$ cat src/design/dual_counter_timer_control_regs.svh
`ifndef DUAL_COUNTER_TIMER_CONTROL_REGS_SVH
`define DUAL_COUNTER_TIMER_CONTROL_REGS_SVH

// register indices; byte address is four times the index
`define IDX_EIGHT_BIT_TIMER_CONTROL     6'h00
`define IDX_SHARED_TIMER_OUTPUT_CONTROL 6'h01
`define IDX_SIXTEEN_BIT_TIMER_CONTROL   6'h02
`define IDX_EIGHT_BIT_LOW_HOLD          6'h04
`define IDX_EIGHT_BIT_HIGH_HOLD         6'h05
`define IDX_SIXTEEN_BIT_LOW_HOLD        6'h06
`define IDX_SIXTEEN_BIT_HIGH_HOLD       6'h07

// eight and sixteen bit timer control fields; prescale and capture mask exist in the eight-bit register only
`define BIT_ENABLE       7
`define BIT_SINGLE_PASS  6
`define BIT_TIME_OUT     5
`define BIT_PRESCALE_HI  4
`define BIT_PRESCALE_LO  3
`define BIT_CAPTURE_MASK 2

// shared timer output control fields
`define BIT_DEMOD_MODE   7
`define BIT_COMBINE_HI   5
`define BIT_COMBINE_LO   4
`define BIT_SUBMODE_HI   3
`define BIT_SUBMODE_LO   2
`define BIT_FIRST_A_RISE 1
`define BIT_FIRST_B_FALL 0

// reset values
`define RST_CONTROL      8'h00
`define RST_HOLD         8'h00
`define RST_PINS         3'h7

// glitch filter widths in clock cycles per submode code
`define GLITCH_WIDTH_0   5'h00
`define GLITCH_WIDTH_1   5'h04
`define GLITCH_WIDTH_2   5'h08
`define GLITCH_WIDTH_3   5'h10

`endif

$ cat src/design/dual_counter_timer_pkg.sv
package dual_counter_timer_pkg;

    typedef enum logic [1:0] {
        submode_normal,
        submode_alternating,
        submode_force_low,
        submode_force_high
    } submode_e;

    typedef enum logic [1:0] {
        combine_and,
        combine_or,
        combine_nor,
        combine_nand
    } combine_e;

    typedef enum logic [1:0] {
        edge_falling,
        edge_rising,
        edge_both,
        edge_both_alt
    } edge_select_e;

    typedef struct packed {
        logic        read;
        logic        write;
        logic [7:0]  address;
        logic [31:0] writedata;
        logic [3:0]  byteenable;
    } avalon_req_s;

    typedef struct packed {
        logic eight_bit_timer_output;
        logic sixteen_bit_timer_output;
        logic combined_timer_output;
    } timer_pins_s;

endpackage

$ cat src/design/dual_counter_timer_control.sv
// Implementation choice: the Avalon-MM slave port.
`timescale 1ns/1ns
`include "dual_counter_timer_control_regs.svh"
`default_nettype none

module dual_counter_timer_control (
    input  wire logic                               clk,
    input  wire logic                               sys_rst,
    input  wire dual_counter_timer_pkg::avalon_req_s avs_req,
    output logic [31:0]                             avs_readdata,
    output logic                                    avs_waitrequest,
    input  wire logic                               demod_input,
    output dual_counter_timer_pkg::timer_pins_s     timer_pins,
    output logic                                    capture_irq
);

    ////////////////////////////////////////////////////////////////////////
    function automatic logic reg_hit(input logic [7:0] addr, input logic [5:0] idx);
        reg_hit = (addr[1:0] == 2'h0) && (addr[7:2] == idx);
    endfunction

    function automatic logic combine(input logic [1:0] sel, input logic a, input logic b);
        logic r;
        r = 1'b0;
        unique case (dual_counter_timer_pkg::combine_e'(sel))
            dual_counter_timer_pkg::combine_and:  r = a & b;
            dual_counter_timer_pkg::combine_or:   r = a | b;
            dual_counter_timer_pkg::combine_nor:  r = ~(a | b);
            dual_counter_timer_pkg::combine_nand: r = ~(a & b);
        endcase
        combine = r;
    endfunction

    ////////////////////////////////////////////////////////////////////////
    // registers
    logic [7:0]  ctl8;
    logic [7:0]  ctl_shared;
    logic [7:0]  ctl16;
    logic [7:0]  hold8_low;
    logic [7:0]  hold8_high;
    logic [7:0]  hold16_low;
    logic [7:0]  hold16_high;
    logic        bus_ack;
    logic [2:0]  prescale_count;
    logic [7:0]  count8;
    logic [15:0] count16;
    logic        started8;
    logic        started16;
    logic        out8;
    logic        out16;
    logic        filt_level;
    logic [4:0]  filt_count;
    logic        prev_level;

    logic [7:0]  next_ctl8;
    logic [7:0]  next_ctl_shared;
    logic [7:0]  next_ctl16;
    logic [7:0]  next_hold8_low;
    logic [7:0]  next_hold8_high;
    logic [7:0]  next_hold16_low;
    logic [7:0]  next_hold16_high;
    logic        next_bus_ack;
    logic [31:0] next_readdata;
    logic [2:0]  next_prescale_count;
    logic [7:0]  next_count8;
    logic [15:0] next_count16;
    logic        next_started8;
    logic        next_started16;
    logic        next_out8;
    logic        next_out16;
    logic        next_filt_level;
    logic [4:0]  next_filt_count;
    logic        next_prev_level;
    logic        next_capture_irq;
    dual_counter_timer_pkg::timer_pins_s next_pins;

    logic        bus_req;
    logic        wr_go;
    logic        demod;
    logic [1:0]  submode;
    logic        tick;
    logic        tc8;
    logic        tc16;
    logic        forced16;
    logic [4:0]  glitch_width;
    logic        rise_seen;
    logic        fall_seen;
    logic        edge_seen;

    ////////////////////////////////////////////////////////////////////////
    // bus handshake: one wait cycle, then the access completes
    assign bus_req         = avs_req.read | avs_req.write;
    assign avs_waitrequest = bus_req & ~bus_ack;
    assign wr_go           = avs_req.write & bus_ack & avs_req.byteenable[0];

    assign demod   = ctl_shared[`BIT_DEMOD_MODE];
    assign submode = ctl_shared[`BIT_SUBMODE_HI:`BIT_SUBMODE_LO];

    always_comb begin
        next_bus_ack  = bus_req & ~bus_ack;
        next_readdata = avs_readdata;
        if (avs_req.read && !bus_ack) begin
            next_readdata = 32'h0000_0000;
            if (reg_hit(avs_req.address, `IDX_EIGHT_BIT_TIMER_CONTROL)) begin
                next_readdata[7:0] = {ctl8[7:2], 2'h0};
            end
            if (reg_hit(avs_req.address, `IDX_SHARED_TIMER_OUTPUT_CONTROL)) begin
                next_readdata[7:0] = {ctl_shared[7], 1'b0, ctl_shared[5:0]};
            end
            if (reg_hit(avs_req.address, `IDX_SIXTEEN_BIT_TIMER_CONTROL)) begin
                next_readdata[7:0] = {ctl16[7:5], 5'h00};
            end
            if (reg_hit(avs_req.address, `IDX_EIGHT_BIT_LOW_HOLD)) begin
                next_readdata[7:0] = hold8_low;
            end
            if (reg_hit(avs_req.address, `IDX_EIGHT_BIT_HIGH_HOLD)) begin
                next_readdata[7:0] = hold8_high;
            end
            if (reg_hit(avs_req.address, `IDX_SIXTEEN_BIT_LOW_HOLD)) begin
                next_readdata[7:0] = hold16_low;
            end
            if (reg_hit(avs_req.address, `IDX_SIXTEEN_BIT_HIGH_HOLD)) begin
                next_readdata[7:0] = hold16_high;
            end
        end
    end

    ////////////////////////////////////////////////////////////////////////
    // prescaler shared by both timers
    always_comb begin
        next_prescale_count = prescale_count + 3'h1;
        unique case (ctl8[`BIT_PRESCALE_HI:`BIT_PRESCALE_LO])
            2'h0: tick = 1'b1;
            2'h1: tick = (prescale_count[0] == 1'b1);
            2'h2: tick = (prescale_count[1:0] == 2'h3);
            2'h3: tick = (prescale_count == 3'h7);
        endcase
    end

    ////////////////////////////////////////////////////////////////////////
    // demodulation input: glitch filter and edge detect
    always_comb begin
        unique case (submode)
            2'h0: glitch_width = `GLITCH_WIDTH_0;
            2'h1: glitch_width = `GLITCH_WIDTH_1;
            2'h2: glitch_width = `GLITCH_WIDTH_2;
            2'h3: glitch_width = `GLITCH_WIDTH_3;
        endcase
        next_filt_level = filt_level;
        next_filt_count = 5'h00;
        if (demod_input != filt_level) begin
            if (filt_count >= glitch_width) begin
                next_filt_level = demod_input;
            end else begin
                next_filt_count = filt_count + 5'h01;
            end
        end
        next_prev_level = filt_level;
        rise_seen = 1'b0;
        fall_seen = 1'b0;
        if (demod) begin
            unique case (dual_counter_timer_pkg::edge_select_e'(ctl_shared[`BIT_COMBINE_HI:`BIT_COMBINE_LO]))
                dual_counter_timer_pkg::edge_falling: begin
                    fall_seen = prev_level & ~filt_level;
                end
                dual_counter_timer_pkg::edge_rising: begin
                    rise_seen = ~prev_level & filt_level;
                end
                dual_counter_timer_pkg::edge_both, dual_counter_timer_pkg::edge_both_alt: begin
                    fall_seen = prev_level & ~filt_level;
                    rise_seen = ~prev_level & filt_level;
                end
            endcase
        end
        edge_seen        = rise_seen | fall_seen;
        next_capture_irq = edge_seen & ctl8[`BIT_CAPTURE_MASK];
    end

    ////////////////////////////////////////////////////////////////////////
    // control registers and both timers
    always_comb begin
        next_ctl8        = ctl8;
        next_ctl_shared  = ctl_shared;
        next_ctl16       = ctl16;
        next_hold8_low   = hold8_low;
        next_hold8_high  = hold8_high;
        next_hold16_low  = hold16_low;
        next_hold16_high = hold16_high;
        next_count8      = count8;
        next_count16     = count16;
        next_started8    = started8;
        next_started16   = started16;
        next_out8        = out8;
        next_out16       = out16;
        forced16         = submode[1] & ~demod;
        tc8              = 1'b0;
        tc16             = 1'b0;

        // software writes; time-out flags clear on 1, set wins below
        if (wr_go) begin
            if (reg_hit(avs_req.address, `IDX_EIGHT_BIT_TIMER_CONTROL)) begin
                next_ctl8[7:6] = avs_req.writedata[7:6];
                next_ctl8[4:2] = avs_req.writedata[4:2];
                if (avs_req.writedata[`BIT_TIME_OUT]) begin
                    next_ctl8[`BIT_TIME_OUT] = 1'b0;
                end
            end
            if (reg_hit(avs_req.address, `IDX_SIXTEEN_BIT_TIMER_CONTROL)) begin
                next_ctl16[7:6] = avs_req.writedata[7:6];
                if (avs_req.writedata[`BIT_TIME_OUT]) begin
                    next_ctl16[`BIT_TIME_OUT] = 1'b0;
                end
            end
            if (reg_hit(avs_req.address, `IDX_SHARED_TIMER_OUTPUT_CONTROL)) begin
                next_ctl_shared[7:2] = avs_req.writedata[7:2];
                if (demod) begin
                    next_ctl_shared[1:0] = ctl_shared[1:0] & ~avs_req.writedata[1:0];
                end else begin
                    next_ctl_shared[1:0] = avs_req.writedata[1:0];
                end
            end
            if (reg_hit(avs_req.address, `IDX_EIGHT_BIT_LOW_HOLD)) begin
                next_hold8_low = avs_req.writedata[7:0];
            end
            if (reg_hit(avs_req.address, `IDX_EIGHT_BIT_HIGH_HOLD)) begin
                next_hold8_high = avs_req.writedata[7:0];
            end
            if (reg_hit(avs_req.address, `IDX_SIXTEEN_BIT_LOW_HOLD)) begin
                next_hold16_low = avs_req.writedata[7:0];
            end
            if (reg_hit(avs_req.address, `IDX_SIXTEEN_BIT_HIGH_HOLD)) begin
                next_hold16_high = avs_req.writedata[7:0];
            end
        end

        // edge flags share the initial-level bits in demodulation mode
        if (rise_seen) begin
            next_ctl_shared[`BIT_FIRST_A_RISE] = 1'b1;
        end
        if (fall_seen) begin
            next_ctl_shared[`BIT_FIRST_B_FALL] = 1'b1;
        end

        // eight-bit timer
        if (!ctl8[`BIT_ENABLE]) begin
            next_started8 = 1'b0;
            next_out8     = ~ctl_shared[`BIT_FIRST_A_RISE];
        end else if (!started8) begin
            next_started8 = 1'b1;
            next_out8     = ctl_shared[`BIT_FIRST_A_RISE];
            next_count8   = ctl_shared[`BIT_FIRST_A_RISE] ? hold8_high : hold8_low;
        end else if (tick) begin
            if (count8 == 8'h00) begin
                tc8         = 1'b1;
                next_out8   = ~out8;
                next_count8 = out8 ? hold8_low : hold8_high;
            end else begin
                next_count8 = count8 - 8'h01;
            end
        end

        // sixteen-bit timer
        if (!ctl16[`BIT_ENABLE]) begin
            next_started16 = 1'b0;
            next_out16     = ~ctl_shared[`BIT_FIRST_B_FALL];
        end else if (!started16) begin
            next_started16 = 1'b1;
            next_out16     = ctl_shared[`BIT_FIRST_B_FALL];
            next_count16   = {hold16_high, hold16_low};
        end else if (tick) begin
            if (count16 == 16'h0000) begin
                tc16         = 1'b1;
                next_out16   = ~out16;
                next_count16 = {hold16_high, hold16_low};
            end else begin
                next_count16 = count16 - 16'h0001;
            end
        end
        if (forced16) begin
            next_out16 = submode[0];
        end

        // terminal count effects
        if (tc8) begin
            next_ctl8[`BIT_TIME_OUT] = 1'b1;
            if (ctl8[`BIT_SINGLE_PASS]) begin
                next_ctl8[`BIT_ENABLE] = 1'b0;
            end
        end
        if (tc16) begin
            next_ctl16[`BIT_TIME_OUT] = 1'b1;
            if (ctl16[`BIT_SINGLE_PASS]) begin
                next_ctl16[`BIT_ENABLE] = 1'b0;
            end
        end
        // alternating hand-over, only while that submode is selected
        if (!demod && dual_counter_timer_pkg::submode_e'(submode) == dual_counter_timer_pkg::submode_alternating) begin
            if (tc8) begin
                next_ctl8[`BIT_ENABLE]  = 1'b0;
                next_ctl16[`BIT_ENABLE] = 1'b1;
            end else if (tc16) begin
                next_ctl16[`BIT_ENABLE] = 1'b0;
                next_ctl8[`BIT_ENABLE]  = 1'b1;
            end
        end

        next_pins.eight_bit_timer_output    = next_out8;
        next_pins.sixteen_bit_timer_output  = next_out16;
        next_pins.combined_timer_output     = demod ? 1'b0 :
            combine(next_ctl_shared[`BIT_COMBINE_HI:`BIT_COMBINE_LO], next_out8, next_out16);
    end

    ////////////////////////////////////////////////////////////////////////
    always_ff @(posedge clk) begin
        if (sys_rst) begin
            ctl8           <= `RST_CONTROL;
            ctl_shared     <= `RST_CONTROL;
            ctl16          <= `RST_CONTROL;
            hold8_low      <= `RST_HOLD;
            hold8_high     <= `RST_HOLD;
            hold16_low     <= `RST_HOLD;
            hold16_high    <= `RST_HOLD;
            bus_ack        <= 1'b0;
            avs_readdata   <= 32'h0000_0000;
            prescale_count <= 3'h0;
            count8         <= 8'h00;
            count16        <= 16'h0000;
            started8       <= 1'b0;
            started16      <= 1'b0;
            out8           <= 1'b1;
            out16          <= 1'b1;
            filt_level     <= 1'b0;
            filt_count     <= 5'h00;
            prev_level     <= 1'b0;
            capture_irq    <= 1'b0;
            timer_pins     <= `RST_PINS;
        end else begin
            ctl8           <= next_ctl8;
            ctl_shared     <= next_ctl_shared;
            ctl16          <= next_ctl16;
            hold8_low      <= next_hold8_low;
            hold8_high     <= next_hold8_high;
            hold16_low     <= next_hold16_low;
            hold16_high    <= next_hold16_high;
            bus_ack        <= next_bus_ack;
            avs_readdata   <= next_readdata;
            prescale_count <= next_prescale_count;
            count8         <= next_count8;
            count16        <= next_count16;
            started8       <= next_started8;
            started16      <= next_started16;
            out8           <= next_out8;
            out16          <= next_out16;
            filt_level     <= next_filt_level;
            filt_count     <= next_filt_count;
            prev_level     <= next_prev_level;
            capture_irq    <= next_capture_irq;
            timer_pins     <= next_pins;
        end
    end

endmodule // dual_counter_timer_control

`default_nettype wire

$ cat config.mk
export PLATFORM = sky130hd
export DESIGN_NAME = dual_counter_timer_control
export DESIGN_NICKNAME = d
export VERILOG_FILES = /design/src/design/dual_counter_timer_pkg.sv /design/src/design/dual_counter_timer_control.sv
export VERILOG_INCLUDE_DIRS = /design/src /design/src/design
export SDC_FILE = /design/constraint.sdc
export NUM_CORES = 1
export LEC_CHECK = 0
export BUFFER_PORTS_ARGS = -buffer_cell sky130_fd_sc_hd__buf_2
export CAP_MARGIN = 20
export CORE_ASPECT_RATIO = 0.9
export CORE_UTILIZATION = 35
export CTS_BUF_LIST = sky130_fd_sc_hd__clkbuf_8 sky130_fd_sc_hd__clkbuf_16
export DETAILED_ROUTE_END_ITERATION = 12
export GPL_ROUTABILITY_DRIVEN = 0
export GPL_TIMING_DRIVEN = 0
export HOLD_SLACK_MARGIN = 0.15
export SLEW_MARGIN = 40
export SYNTH_ARGS = -nofsm -noshare
export SYNTH_HDL_FRONTEND = slang
export SYNTH_SLANG_ARGS = --single-unit
$ cat constraint.sdc
create_clock -name clk -period 3.5 [get_ports clk]
set_clock_uncertainty 0.2 [all_clocks]
set_input_delay 0.7 -clock clk [delete_from_list [all_inputs] [get_ports clk]]
set_output_delay 0.7 -clock clk [all_outputs]
set_load 0.1 [all_outputs]
# Word level (Yosys, flattened, before mapping)
# Cells that the tools add are included.
[totals]
regBits = 98
latchBits = 0
mem_bits_rw = 0
rom_bits = 0
input_bits = 49
output_inout_bits = 37
word_cells = 190
mem_count = 0
[classes]
n_addsub = 4
n_mul = 0
div_mod_pow = 0
n_lt_le_gt_ge = 1
eq_ne = 23
shift = 0
mux = 64
bitwise_logic = 24
reduce_logical = 46
[op_table]
columns = ["operator", "n"]
rows = [
  ["$mux W8", 12],
  ["$mux W16", 3],
  ["$mux W1", 39],
  ["$eq A6 B3 Y1 const B", 4],
  ["$mux W6", 4],
  ["$reduce_and A2 Y1", 12],
  ["$pmux W5 S4", 1],
  ["$reduce_bool A2 Y1", 10],
  ["$eq A2 B2 Y1 const B", 9],
  ["$logic_not A16 Y1", 1],
  ["$sub A16 B1 Y16 const B", 1],
  ["$not A1 Y1", 11],
  ["$logic_not A2 Y1", 5],
  ["$logic_and A1 B1 Y1", 9],
  ["$reduce_or A3 Y1", 3],
  ["$and A1 B1 Y1", 8],
  ["$eq A2 B1 Y1 const B", 4],
  ["$logic_not A8 Y1", 1],
  ["$pmux W1 S4", 2],
  ["$sub A8 B1 Y8 const B", 1],
  ["$eq A6 B1 Y1 const B", 1],
  ["$eq A6 B2 Y1 const B", 1],
  ["$logic_not A6 Y1", 1],
  ["$mux W3", 2],
  ["other kinds (12)", 17],
]

# Logic depth before layout (Yosys ltp)
# Gate-level depths: netlist of run 1.
[depth]
ltp_word = 10
ltp_mapped = 9
depth_no_buf = 8

# Worst setup path before layout of run 1
# No wires, ideal clock.
[synth_path]
kind = "input -> output"
from = "input port avs_req[44] in the netlist's numbering"
to = "output port avs_waitrequest"
arrival_ns = 1.996
required_ns = 2.600
path_slack_ns = 0.604
stages = 2
path_buffers = 0
path_cell_list = "nor2_1 -> nor2_1"
[synth_via]
elab_chain_len = 2
[synth_rtl]
columns = ["item", "line", "text"]
rows = [
  ["from (decl)", "dual_counter_timer_control.sv:9", "input wire dual_counter_timer_pkg::avalon_req_s avs_req,"],
  ["$or A1 B1 Y1", "dual_counter_timer_control.sv:92", "assign bus_req = avs_req.read | avs_req.write;"],
  ["$and A1 B1 Y1", "dual_counter_timer_control.sv:93", "assign avs_waitrequest = bus_req & ~bus_ack;"],
  ["to (decl)", "dual_counter_timer_control.sv:11", "output logic avs_waitrequest,"],
]
# Every way passes these cells.

# Worst setup path in the final report of run 1
[layout_path]
from = "input port avs_req[39] in the netlist's numbering"
to = "register timer_pins[0] in the netlist's numbering"
[layout_via]
elab_chain_len = 7
word_cells_on_any_way = 10
cone_classes = "4 x eq/ne; 4 x mux; 2 x reduce/logical"
[layout_rtl]
columns = ["item", "line", "text"]
rows = [
  ["$eq A6 B1 Y1 (*)", "dual_counter_timer_control.sv:19", "reg_hit = (addr[1:0] == 2'h0) && (addr[7:2] == idx);"],
  ["$logic_and A1 B1 Y1 (*)", "dual_counter_timer_control.sv:19", ""],
  ["$mux W6 (*)", "dual_counter_timer_control.sv:214", "if (reg_hit(avs_req.address, `IDX_SHARED_TIMER_OUTPUT_CONTROL)) begin"],
  ["$mux W6 (*)", "dual_counter_timer_control.sv:200", "if (wr_go) begin"],
  ["$eq A2 B2 Y1 (tied with other cells)", "dual_counter_timer_control.sv:25", "unique case (dual_counter_timer_pkg::combine_e'(sel))"],
  ["$pmux W1 S4 (*)", "dual_counter_timer_control.sv:25", ""],
  ["$mux W1 (*)", "dual_counter_timer_control.sv:309", "next_pins.combined_timer_output = demod ? 1'b0 :"],
  ["to (signal assigned)", "dual_counter_timer_control.sv:336", "timer_pins <= `RST_PINS;"],
  ["to (signal assigned)", "dual_counter_timer_control.sv:358", "timer_pins <= next_pins;"],
  ["to (decl)", "dual_counter_timer_control.sv:13", "output dual_counter_timer_pkg::timer_pins_s timer_pins,"],
]
# Every way passes the cells marked *; elsewhere a longest branch is shown, timed or not. The select of a mux whose other input is x is not followed.
# A chain may end at the register's enable or synchronous reset.

==> summary.txt, run 1 <==
Setup path
  – Crit path required time: 3540 ps
  – Worst Reg2Reg Path Length in Cells: 9
  – CP Launch Point: avs_req[39]
  – Reg2Reg Capture Point: count16[14]
  – Crit path to: timer_pins[0]
  – CP startpoint kind: input pin
  – R2R Setup Slk: 580 ps
  – Arrival time at the worst endpoint: roughly 3000 ps
  – Crit path max fanout: 10
  – Worst setup EP type: flip-flop
  – Critical path class: input pin to flip-flop
  – RR Startpoint: count16[0]

Final layout
  – Final-stage net count: between 700 and 800
  – Layout Cells excl Fill: slightly above 900
  – Share of cells above drive strength 1: 0.1335
  – Syn-to-layout area delta: 14.48%
  – Final-layout fill cell count: 1568
  – Multi-input gate area: 3177 µm²
  – Seq. cell area: 1942 µm²
  – Diode count: 0

Power
  – Max VDD drop: approximately 230 µV
  – Pleak: 2.397 nW
  – Cell area power density: approximately 400 nW/µm²

Logic synthesis
  – Simple-Gate Fraction of Synth Area: 0.2557
  – Synth Warn #: 0
  – Seq/Total Area, Yosys: 0.3595
  – Post-synth EDFFs: 0
  – Synthesis-stage register bit count: 97
  – Netlist Area Pre-Place: 5401 µm²
  – Most area-consuming cells after synthesis: dfxtp_1 36%, mux2i_1 7.6%, a21oi_1 6.2%, nor2_1 5.1%, nand2_1 4.8%
  – Top_reg_cell synth: dfxtp_1
  – Synth top area share: 0.3595
  – Synth async-reset ratio: 0
  – XOR/XNOR share of the synthesized area: 0.01297
  – Largest family of logic cells by synthesized area: simple AND/OR/NAND/NOR gates
  – Count of cell types in the netlist: 70
  – Adder-Cell Fraction of Synth Area: 0.02548
  – Post-synthesis compound-gate area fraction: 0.1763
  – Mean Syn Cell Area: approximately 8.1 µm²
  – Post-synthesis mux area share: 0.1010
  – Post-Synthesis Cells: 665
  – Area leader, netlist: dfxtp_1

Die
  – Die Span Y: 119.9 µm
  – Initial core utilization: 0.3632
  – # IOs: 86
  – # rows: between 40 and 50
  – Die area: ~16000 µm²
  – Core Region: about 15000 µm²
  – Chip width: between 100 and 150 µm

Clock tree
  – Resized cells post-CTS: 0
  – Num CTS Buffers: 9
  – CTS H-tree lvls: 3
  – Number of setup buffers added after CTS: 0
  – CTS clk-pin slew, worst paths: 60 ps
  – CTS max path bufs: 2
  – Worst-Skew Late Latency: approximately 360 ps
  – # hold bufs at CTS: 0
  – CTS root buf: clkbuf_16
  – CTS tree: done
  – # clock sinks: 97

Routing
  – Drt initial violations: between 400 and 500
  – DRT Pass-1 Iters: 5
  – # DRC: 0
  – Post-DR wirelength/cell: around 17 µm
  – Drt total wl: about 15000 µm
  – Routed vias: 4964
  – Via-per-instance ratio: 5.326
  – Post-route ant nets: 0

Worst hold path
  – Hold crit path type: flip-flop to flip-flop

Run status
  – Status: complete, no violations

Job
  – Maxcap violations: 0

STA
  – Pins Over Slew Limit: 0
  – Max Freq: 342.4 MHz
  – Fin crit share: 0.8345
  – RSZ-0062 raised after global routing: false
  – Slew HR: 0.4394
  – Min cycle time layout: 2921 ps
  – Setup tns final: 0 ps
  – Worst-margin pin slew: 840.8 ps
  – Setup-failing EPs final: 0
  – Final hold vios: 0

Global route
  – GR Overflow Total: 0
  – Initial antenna violation count: 0
  – Number of global-route vias before repair: 4379
  – Largest net degree at the start of global routing: 16
  – Global-route wire length before repair: 24070 µm
  – Total GRT Usage: 0.1986

Placed design
  – HPWL Detailed: 11560 µm
  – DP Cell Count: 916
  – I/O Buffers: 30
-- area by class of cell --
type	instances	share of cell area
buffer	62	0.05423
multi-input combinational	520	0.5138
clock buffer	10	0.03865
tap	198	0.04006
sequential	97	0.3140
clock inverter	6	0.009510
timing repair buffer	30	0.02428
inverter	9	0.005463
-- synthesized netlist by cell type, drive strengths merged (3+ instances only) --
library cell	count
a22o	3
clkbuf	30
mux2	10
nor4	8
o21ai	29
a211o	3
a211oi	11
and3	5
nor3	18
or4	5
mux2i	41
nand3	29
o221ai	3
a31oi	4
and2	5
dfxtp	97
inv	9
nor3b	5
or3	6
a21oi	67
nand2	71
nand4	3
o211ai	11
xnor2	3
buf	32
ha	11
xor2	5
nor2	74
nand2b	9
a21o	6
nor2b	16
nor4b	3
-- sequential cells by signal, summed over array words and instances (netlist names) --
register,cells
hold16_high,8
hold8_high,8
hold8_low,8
filt_count,5
prev_level,1
started8,1
prescale_count,3
capture_irq,1
out16,1
avs_readdata,8
started16,1
ctl_shared,7
hold16_low,8
out8,1
ctl8,6
filt_level,1
count8,8
count16,16
bus_ack,1
timer_pins,1
ctl16,3
-- per-layer routing --
| metal | routed length (µm) | share of wire | global-route usage |
|---|---|---|---|
| met2 | 6306 | 0.41 | 0.2840 |
| met5 | 0 | 0 | 0 |
| met1 | 7813 | 0.51 | 0.2947 |
| met4 | 255 | 0.017 | 0.06250 |
| met3 | 1018 | 0.066 | 0.03971 |
-- cells by family after synthesis --
logic type	count (synthesis)
simple gates	270
compound gates	155
flops	97
buf+inv	71
mux	52
fa+ha+maj	11
xor+xnor	8
other cells	1
-- how the worst min path moves through the flow --
stage | from | to | slack (ps) | cells after the start
floorplan | prescale_count[0] | prescale_count[0] | 220 | 1
global placement | prescale_count[0] | prescale_count[0] | 230 | 1
detailed placement | prescale_count[0] | prescale_count[0] | 240 | 1
CTS | avs_readdata[1] | avs_readdata[1] | 250 | 2
global route | avs_readdata[0] | avs_readdata[0] | 270 | 2
finish | avs_readdata[1] | avs_readdata[1] | 250 | 2
-- per-stage QoR --
| step | power, mW | util | hold WS [ps] | setup slack, ps | cell area, µm² |
|---|---|---|---|---|---|
| after floorplan | 1.432 | - | 216.7 | 604.4 | 5488 |
| after global placement | 1.503 | 0.3958 | 233.6 | 284.8 | 5886 |
| after detailed placement | 1.502 | 0.3958 | 243.8 | 251.8 | 5886 |
| after CTS | 2.506 | 0.4158 | 254.3 | 597.2 | 6183 |
| after global routing | 2.566 | 0.4158 | 269.6 | 365.8 | 6183 |
| final | 2.480 | 0.4158 | 249.7 | 579.2 | 6183 |
-- power breakdown --
part           internal (mW)  switching, mW
clock                  0.568          0.431
combinational         0.0827          0.269
sequential              1.12         0.0135
total                   1.77          0.713
-- cells in the final DEF, fill, tap and decap left out, drive strengths merged, types with 8 or more instances in the layout --
cell type / synthesis / routed
nand2b: 9 / 9
o21ai: 29 / 29
nor2: 74 / 74
clkbuf: 30 / 40
nor2b: 16 / 16
dfxtp: 97 / 97
o211ai: 11 / 11
a21oi: 67 / 67
nor4: 8 / 8
buf: 32 / 62
mux2: 10 / 10
nand3: 29 / 29
inv: 9 / 10
mux2i: 41 / 41
nand2: 71 / 71
nor3: 18 / 18
ha: 11 / 11
conb: 1 / 24
a211oi: 11 / 11
-- critical path, cell delays in order --
cell and delay, ps:
clkbuf_1 260, nand2b_1 290, nor2_1 610, nand2_2 300, mux2i_1 340, mux2i_1 120, a221o_1 340
(Power assumes the default switching activity.)
==> inputs of run 2 (changes only) <==
--- a/config.mk
+++ b/config.mk
@@ -6,6 +6,7 @@
 export SDC_FILE = /design/constraint.sdc
 export NUM_CORES = 1
 export LEC_CHECK = 0
+export ABC_AREA = 1
 export BUFFER_PORTS_ARGS = -buffer_cell sky130_fd_sc_hd__buf_2
 export CAP_MARGIN = 20
 export CORE_ASPECT_RATIO = 0.9
==> constraint.sdc (replaced) <==
create_clock -name clk -period 2.75 [get_ports clk]
set_clock_uncertainty 0.2 [all_clocks]
set_input_delay 0.55 -clock clk [delete_from_list [all_inputs] [get_ports clk]]
set_output_delay 0.55 -clock clk [all_outputs]
set_load 0.1 [all_outputs]
==> run 2 against run 1 <==
  * Critical endpoint is now count16[15]
  * Largest cell class unchanged
  * Synthesized cell count up 13%
  * Count of clock-buffer cells in the layout down 1
  * Via count up 2.9%
==> summary.txt, run 2 <==
Power
  – Power, Total: 3.095 mW (+25%)
  – Max VDD drop: 331.6 µV (+43%)
  – Cell area power density: 504.9 nW/µm² (+26%)
  – Pleak: 2.530 nW (+5.5%)

Worst hold path
  – Hold crit path type: flip-flop to flip-flop

Clock tree
  – CTS max path bufs: 2 (unchanged)
  – CTS tree: done
  – Number of setup buffers added after CTS: 0 (unchanged)
  – CTS clk-pin slew, worst paths: 70 ps (about the same)
  – Num CTS Buffers: 9 (unchanged)
  – CTS H-tree lvls: 3 (unchanged)
  – # clock sinks: 97 (unchanged)
  – Worst-Skew Late Latency: 360 ps (about the same)
  – CTS root buf: clkbuf_16
  – Resized cells post-CTS: 0 (unchanged)
  – # hold bufs at CTS: 0 (unchanged)

Final layout
  – Final-stage net count: 876 (+11%)
  – Most common cell after layout, fill and taps aside: nand2_1
  – Final-layout fill cell count: 1566 (-0.13%)
  – Largest reg by FF count: count16
  – Seq. cell area: 1942 µm² (unchanged)
  – Share of cells above drive strength 1: 0.1559 (+0.02239)
  – Most frequent cells in the layout: 109 x nand2_1, 97 x dfxtp_1, 89 x a21oi_1
  – Max reg flops: 16 (unchanged)
  – Diode count: 0 (unchanged)
  – Syn-to-layout area delta: 15.38%
  – Multi-input gate area: 2770 µm² (-13%)
  – Final Cell Area: 6131 µm² (-0.85%)

STA
  – Setup tns final: 0 ps (unchanged)
  – Setup-failing EPs final: 0 (unchanged)
  – Fin crit share: 0.8442
  – Setup slack after layout: 428.4 ps (-150.8 ps)
  – RSZ-0062 raised after global routing: false
  – Hold slack: 244.9 ps (-4.862 ps)
  – Worst-margin pin slew: 715.3 ps (-125.5 ps)
  – Final hold vios: 0 (unchanged)
  – Min cycle time layout: between 2000 and 2500 ps
  – Slew HR: 0.5213 (+0.08191)
  – Max Freq: 430.7 MHz
  – Pins Over Slew Limit: 0 (unchanged)

Logic synthesis
  – Simple-Gate Fraction of Synth Area: 0.2230 (-0.03275)
  – Top_reg_cell synth: dfxtp_1
  – Post-synth EDFFs: 0 (unchanged)
  – Largest family of logic cells by synthesized area: compound AO/OA/AOI/OAI gates
  – Mean Syn Cell Area: 7.095 µm² (-13%)
  – Netlist Area Pre-Place: 5314 µm² (-1.6%)
  – XOR/XNOR share of the synthesized area: 0.02143 (+0.008455)
  – Most area-consuming cells after synthesis: dfxtp_1 37%, a21oi_1 8.4%, nand2_1 7.7%, o21ai_0 6.8%, inv_1 5.9%
  – Synthesis-stage register bit count: 97 (unchanged)
  – Commonest cells in the netlist: 109 x nand2_1, 97 x dfxtp_1, 89 x a21oi_1
  – Area leader, netlist: dfxtp_1
  – Count of cell types in the netlist: 47 (-33%)
  – Synth async-reset ratio: 0 (unchanged)
  – Synth Warn #: 0 (unchanged)
  – Post-synthesis compound-gate area fraction: 0.2340 (+0.05777)
  – Post-Synthesis Cells: 749 (+13%)
  – Most common cell in the netlist: nand2_1
  – Seq/Total Area, Yosys: 0.3654 (+0.005926)
  – Post-synthesis mux area share: 0 (-0.1010)
  – Synth top area share: 0.3654 (+0.005926)
  – Adder-Cell Fraction of Synth Area: 0.02590 (+0.0004200)

Global route
  – Number of global-route vias before repair: 4518 (+3.2%)
  – GR Overflow Total: 0 (unchanged)
  – Total GRT Usage: 0.2002 (+0.001613)
  – Initial antenna violation count: 0 (unchanged)
  – Global-route wire length before repair: 24300 µm (+0.97%)
  – Largest net degree at the start of global routing: 17 (+1)

Setup path
  – Crit path required time: 2760 ps (-780 ps)
  – Critical path class: flip-flop to flip-flop
  – Crit path max fanout: 10 (unchanged)
  – CP startpoint kind: flip-flop
  – Arrival time at the worst endpoint: 2330 ps (-630 ps)
  – R2R Setup Slk: 430 ps (-150 ps)
  – Worst setup EP type: flip-flop

Die
  – # rows: 42 (unchanged)
  – Chip width: 131.9 µm (-0.80%)
  – Core Region: 14770 µm² (-0.71%)
  – Die area: 15680 µm² (-1.6%)
  – # IOs: 86 (unchanged)
  – Die Span Y: 118.9 µm (-0.80%)
  – Initial core utilization: 0.3599 (-0.003346)

Routing
  – # DRC: 0 (unchanged)
  – DRT Pass-1 Iters: 5 (unchanged)
  – Via-per-instance ratio: 5.014 (-5.9%)
  – Post-DR wirelength/cell: 14.93 µm (-9.6%)
  – Routed vias: 5109 (+2.9%)
  – Drt initial violations: 470 (+1.7%)
  – Post-route ant nets: 0 (unchanged)
  – Drt total wl: 15220 µm (-1.2%)

Placed design
  – Post-DP Area: 5813 µm² (-1.2%)
  – HPWL Detailed: 11460 µm (-0.81%)
  – I/O Buffers: 33 (+10%)
  – Pre-CTS setup slack: 412.6 ps (+160.7 ps)

Run status
  – Status: complete, no violations

Job
  – Maxcap violations: 0 (unchanged)
run 2: changes by cell type after synthesis, moves of 17 or more:
cell      change
inv_1        +75
clkbuf_1     -17
o21ai_0      +45
a21oi_1      +22
mux2i_1      -41
nand2_1      +40
run 2: final cells by class:
| class | instances | share of cell area |
|---|---|---|
| Tap cell | 198 | 0.04041 |
| Multi-Input combinational cell | 526 | 0.4518 |
| Buffer | 52 | 0.05286 |
| Sequential cell | 97 | 0.3167 |
| Inverter | 97 | 0.05939 |
| Clock inverter | 7 | 0.01510 |
| Timing Repair Buffer | 33 | 0.02694 |
| Clock buffer | 9 | 0.03673 |
run 2: routing by layer:
metal	wire, µm	GRT usage	vias up	part of all wire
met5	0	0	-	0
met4	270	0.06468	0	0.018
met3	1176	0.04470	18	0.077
met2	6279	0.2867	178	0.41
met1	7489	0.2931	2321	0.49
li1	-	-	2592	-
run 2: worst paths after layout:
path	cells after the start	end	start
worst max-delay path	10	count16[15]	prescale_count[0]
worst min-delay path	1	prescale_count[0]	prescale_count[0]
worst max register to register	10	count16[15]	prescale_count[0]
worst min register to register	1	prescale_count[0]	prescale_count[0]
run 2: worst max-delay path, cell delays in order, from the launching register on:
cell and delay [ps]:
dfxtp_1 350, ha_1 190, ha_1 150, nand3_1 90
nand3_2 150, inv_1 120, a21oi_2 360, inv_1 200
buf_2 240, nand2_1 80, a21oi_1 60
run 2: power by group:
| part | internal [mW] | total, mW | leakage, nW | switching [mW] |
|---|---|---|---|---|
| clock | 0.799 | 1.38 | 0.160 | 0.578 |
| sequential | 1.41 | 1.41 | 0.782 | 0.00388 |
| combinational | 0.0553 | 0.304 | 1.59 | 0.249 |
| total | 2.26 | 3.10 | 2.53 | 0.831 |
run 2: metrics by stage:
step	instances	utilization
after detailed placement	1003	0.3937
after floorplan	772	-
after global placement	1003	0.3937
after global routing	1019	0.4152
final	1019	0.4152
after CTS	1019	0.4152
run 2: logic make-up (layout without fill, tap and decap cells):
family / after synthesis / count (layout)
compound gates: 222 / 222
xor+xnor: 13 / 13
fa+ha+maj: 11 / 11
buf+inv: 149 / 198
flops: 97 / 97
other cells: 1 / 24
simple gates: 256 / 256
==> inputs of run 3 (changes only) <==
==> constraint.sdc (replaced) <==
create_clock -name clk -period 2 [get_ports clk]
set_clock_uncertainty 0.2 [all_clocks]
set_input_delay 0.4 -clock clk [delete_from_list [all_inputs] [get_ports clk]]
set_output_delay 0.4 -clock clk [all_outputs]
set_load 0.1 [all_outputs]
==> run 3 against run 2 <==
  * Fmax is 20% higher
  * Critical path depth is 1 lower
  * Register-to-register slack worse by 370 ps
  * Setup slack worse by 370 ps
  * Utilization is 1.5 points higher
  * Design area is 3.5% higher
  * Sequential cell count stayed put
  * Cell count is 0.79% higher
  * Critical path type unchanged
  * Critical endpoint is now count16[14]
  * Largest cell class unchanged
==> summary.txt, run 3 (synthesis results as in run 2) <==
STA
  – Fin crit share: 0.9698 (+0.1256)
  – Worst-margin pin slew: 688.8 ps (-26.49 ps)
  – Setup-failing EPs final: 0 (unchanged)
  – Final hold vios: 0 (unchanged)
  – Hold slack: 175.1 ps (-69.83 ps)
  – Max Freq: 515.6 MHz (+20%)
  – RSZ-0062 raised after global routing: true
  – Pins Over Slew Limit: 0 (unchanged)
  – Slew HR: 0.5391 (+0.01773)
  – Setup tns final: 0 ps (unchanged)
  – Min cycle time layout: 1940 ps (-381.9 ps)

Final layout
  – Max reg flops: 16 (unchanged)
  – Most frequent cells in the layout: 103 x nand2_1, 95 x dfxtp_1, 86 x a21oi_1
  – Syn-to-layout area delta: 19.43%
  – Share of cells above drive strength 1: 0.1918 (+0.03589)
  – Diode count: 0 (unchanged)
  – Largest reg by FF count: count16
  – Final-stage net count: 884 (+0.91%)
  – Most common cell after layout, fill and taps aside: nand2_1

Power
  – Psw: 1.141 mW (+37%)
  – Clock share of power: 0.431 (-0.014)
  – Flop pwr share: 0.467 (+0.010)
  – Switching Share: 0.2736 (+0.005236)
  – Pleak: 2.584 nW (+2.1%)
  – Comb power frac: 0.102 (+0.004)
  – Max VDD drop: 612.1 µV (+85%)
  – Cell area power density: 657.2 nW/µm² (+30%)
  – P_int: 3.030 mW (+34%)

Global route
  – Initial antenna violation count: 0 (unchanged)
  – GR Overflow Total: 0 (unchanged)
  – Number of global-route vias before repair: 4630 (+2.5%)
  – Global-route wire length before repair: 24500 µm (+0.82%)
  – Largest net degree at the start of global routing: 17 (unchanged)
  – Total GRT Usage: 0.2001 (about the same)

Clock tree
  – Worst-Skew Late Latency: 350 ps (about the same)
  – CTS root buf: clkbuf_16
  – CTS max path bufs: 2 (unchanged)
  – CTS clk-pin slew, worst paths: 70 ps (about the same)
  – CTS H-tree lvls: 3 (unchanged)
  – CTS tree: done
  – # clock sinks: 97 (unchanged)
  – Num CTS Buffers: 9 (unchanged)

Die
  – Chip width: 131.9 µm (unchanged)
  – # IOs: 86 (unchanged)
  – # rows: 42 (unchanged)
  – Die Span Y: 118.9 µm (unchanged)
  – Initial core utilization: 0.3599 (unchanged)
  – Core Region: 14770 µm² (unchanged)
  – Die area: 15680 µm² (unchanged)

Setup path
  – CP cell instances: nor2_1 -> nand2_2 -> nor2_2 -> nand2_1 -> nand2_1 -> inv_2 -> clkbuf_4 -> o221ai_1 -> a21oi_1
  – Most frequent cell on the critical path: nand2_1
  – Crit path max fanout: 10 (unchanged)
  – Largest stage delay on the critical path: 360 ps (about the same)
  – Worst setup EP type: flip-flop
  – Worst Reg2Reg Path Length in Cells: 9 (-1)
  – Crit path required time: 2010 ps (-750 ps)
  – Arrival time at the worst endpoint: 1950 ps (-380 ps)
  – Critical path class: flip-flop to flip-flop
  – CP startpoint kind: flip-flop
  – CP max stage cell: dfxtp_1

Routing
  – # DRC: 0 (unchanged)
  – DRT Pass-1 Iters: 6 (+1)
  – Drt total wl: 15320 µm (+0.68%)
  – Post-route ant nets: 0 (unchanged)
  – Routed vias: 5144 (+0.69%)
  – Post-DR wirelength/cell: 14.92 µm (-0.11%)
  – Via-per-instance ratio: 5.009 (about the same)
  – Drt initial violations: 450 (-4.3%)

Job
  – Maxcap violations: 0 (unchanged)

Worst hold path
  – Hold path cells: 3 (+2)
  – Hold crit path type: input pin to flip-flop

Run status
  – Status: complete, no violations

Placed design
  – HPWL Detailed: 11350 µm (-0.98%)
  – I/O Buffers: 33 (unchanged)
-- run 3: cell count changes in the layout (fill, tap and decap cells not counted), moves of 3 or more --
cell,before,now
nor2_1,61,55
clkinv_2,3,0
nor2_2,7,12
buf_2,43,38
nand2_1,109,103
a21oi_1,89,86
nand2_2,6,12
buf_4,27,33
-- run 3: per-stage QoR --
| step | setup WS, ps | cells | instance area [µm²] | total power [mW] | utilization |
|---|---|---|---|---|---|
| 2_1_floorplan | 138.4 | 772 | 5403 | 2.323 | - |
| 3_3_place_gp | -323.6 | 1003 | 5816 | 2.405 | 0.3938 |
| 3_5_place_dp | -316.1 | 1003 | 5816 | 2.406 | 0.3938 |
| 4_1_cts | 12.49 | 1022 | 6227 | 4.188 | 0.4217 |
| 5_1_grt | -61.31 | 1027 | 6346 | 4.317 | 0.4298 |
| 6_report | 60.32 | 1027 | 6346 | 4.171 | 0.4298 |
-- run 3: repair_timing --
action	4_1_cts	5_1_grt
gates resized for setup	20	24
setup endpoints to repair	25	22
endpoints found under the hold margin	1	0
buffers inserted	2	5
pin swaps	2	14
hold buffers	1	0
-- run 3: cell type report --
class                      count  area (µm²)
inverter                      97       369.1
fill                        1527        8421
buffer                        52       349.1
sequential                    97        1944
multi-input combinational    526        2887
clock buffer                  10       239.0
timing repair buffer          41       242.7
clock inverter                 6       67.56
tap                          198       247.7
-- run 3: worst paths after layout --
path / from / end / slack, ps
hold / removal: demod_input / filt_level / 180
setup / recovery: count16[5] / count16[14] / 60
hold reg to reg: prescale_count[0] / prescale_count[0] / 240
setup reg to reg: count16[5] / count16[14] / 60
-- run 3: worst max-delay path, delay by kind of cell, from the launching register on --
kind	cells	cell delay (ps)
AO/OA/AOI/OAI	2	290
buffers and inverters	2	290
flip-flops	1	360
AND/OR/NAND/NOR	5	650
-- run 3: power groups by stage --
| stage | registers [mW] | logic [mW] | clock network, mW |
|---|---|---|---|
| after floorplan | 1.99 | 0.333 | 0 |
| after global placement | 1.99 | 0.416 | 0 |
| after detailed placement | 1.99 | 0.416 | 0 |
| after CTS | 1.94 | 0.419 | 1.82 |
| after global routing | 1.95 | 0.448 | 1.92 |
| final | 1.95 | 0.426 | 1.80 |
-- run 3: metal layers --
| metal | global-route usage | part of all wire | routed length, µm | up-vias |
|---|---|---|---|---|
| li1 | - | - | - | 2610 |
| met1 | 0.2988 | 0.51 | 7849 | 2358 |
| met2 | 0.2917 | 0.41 | 6259 | 161 |
| met3 | 0.03917 | 0.067 | 1029 | 15 |
| met4 | 0.04797 | 0.012 | 182 | 0 |
| met5 | 0 | 0 | 0 | - |
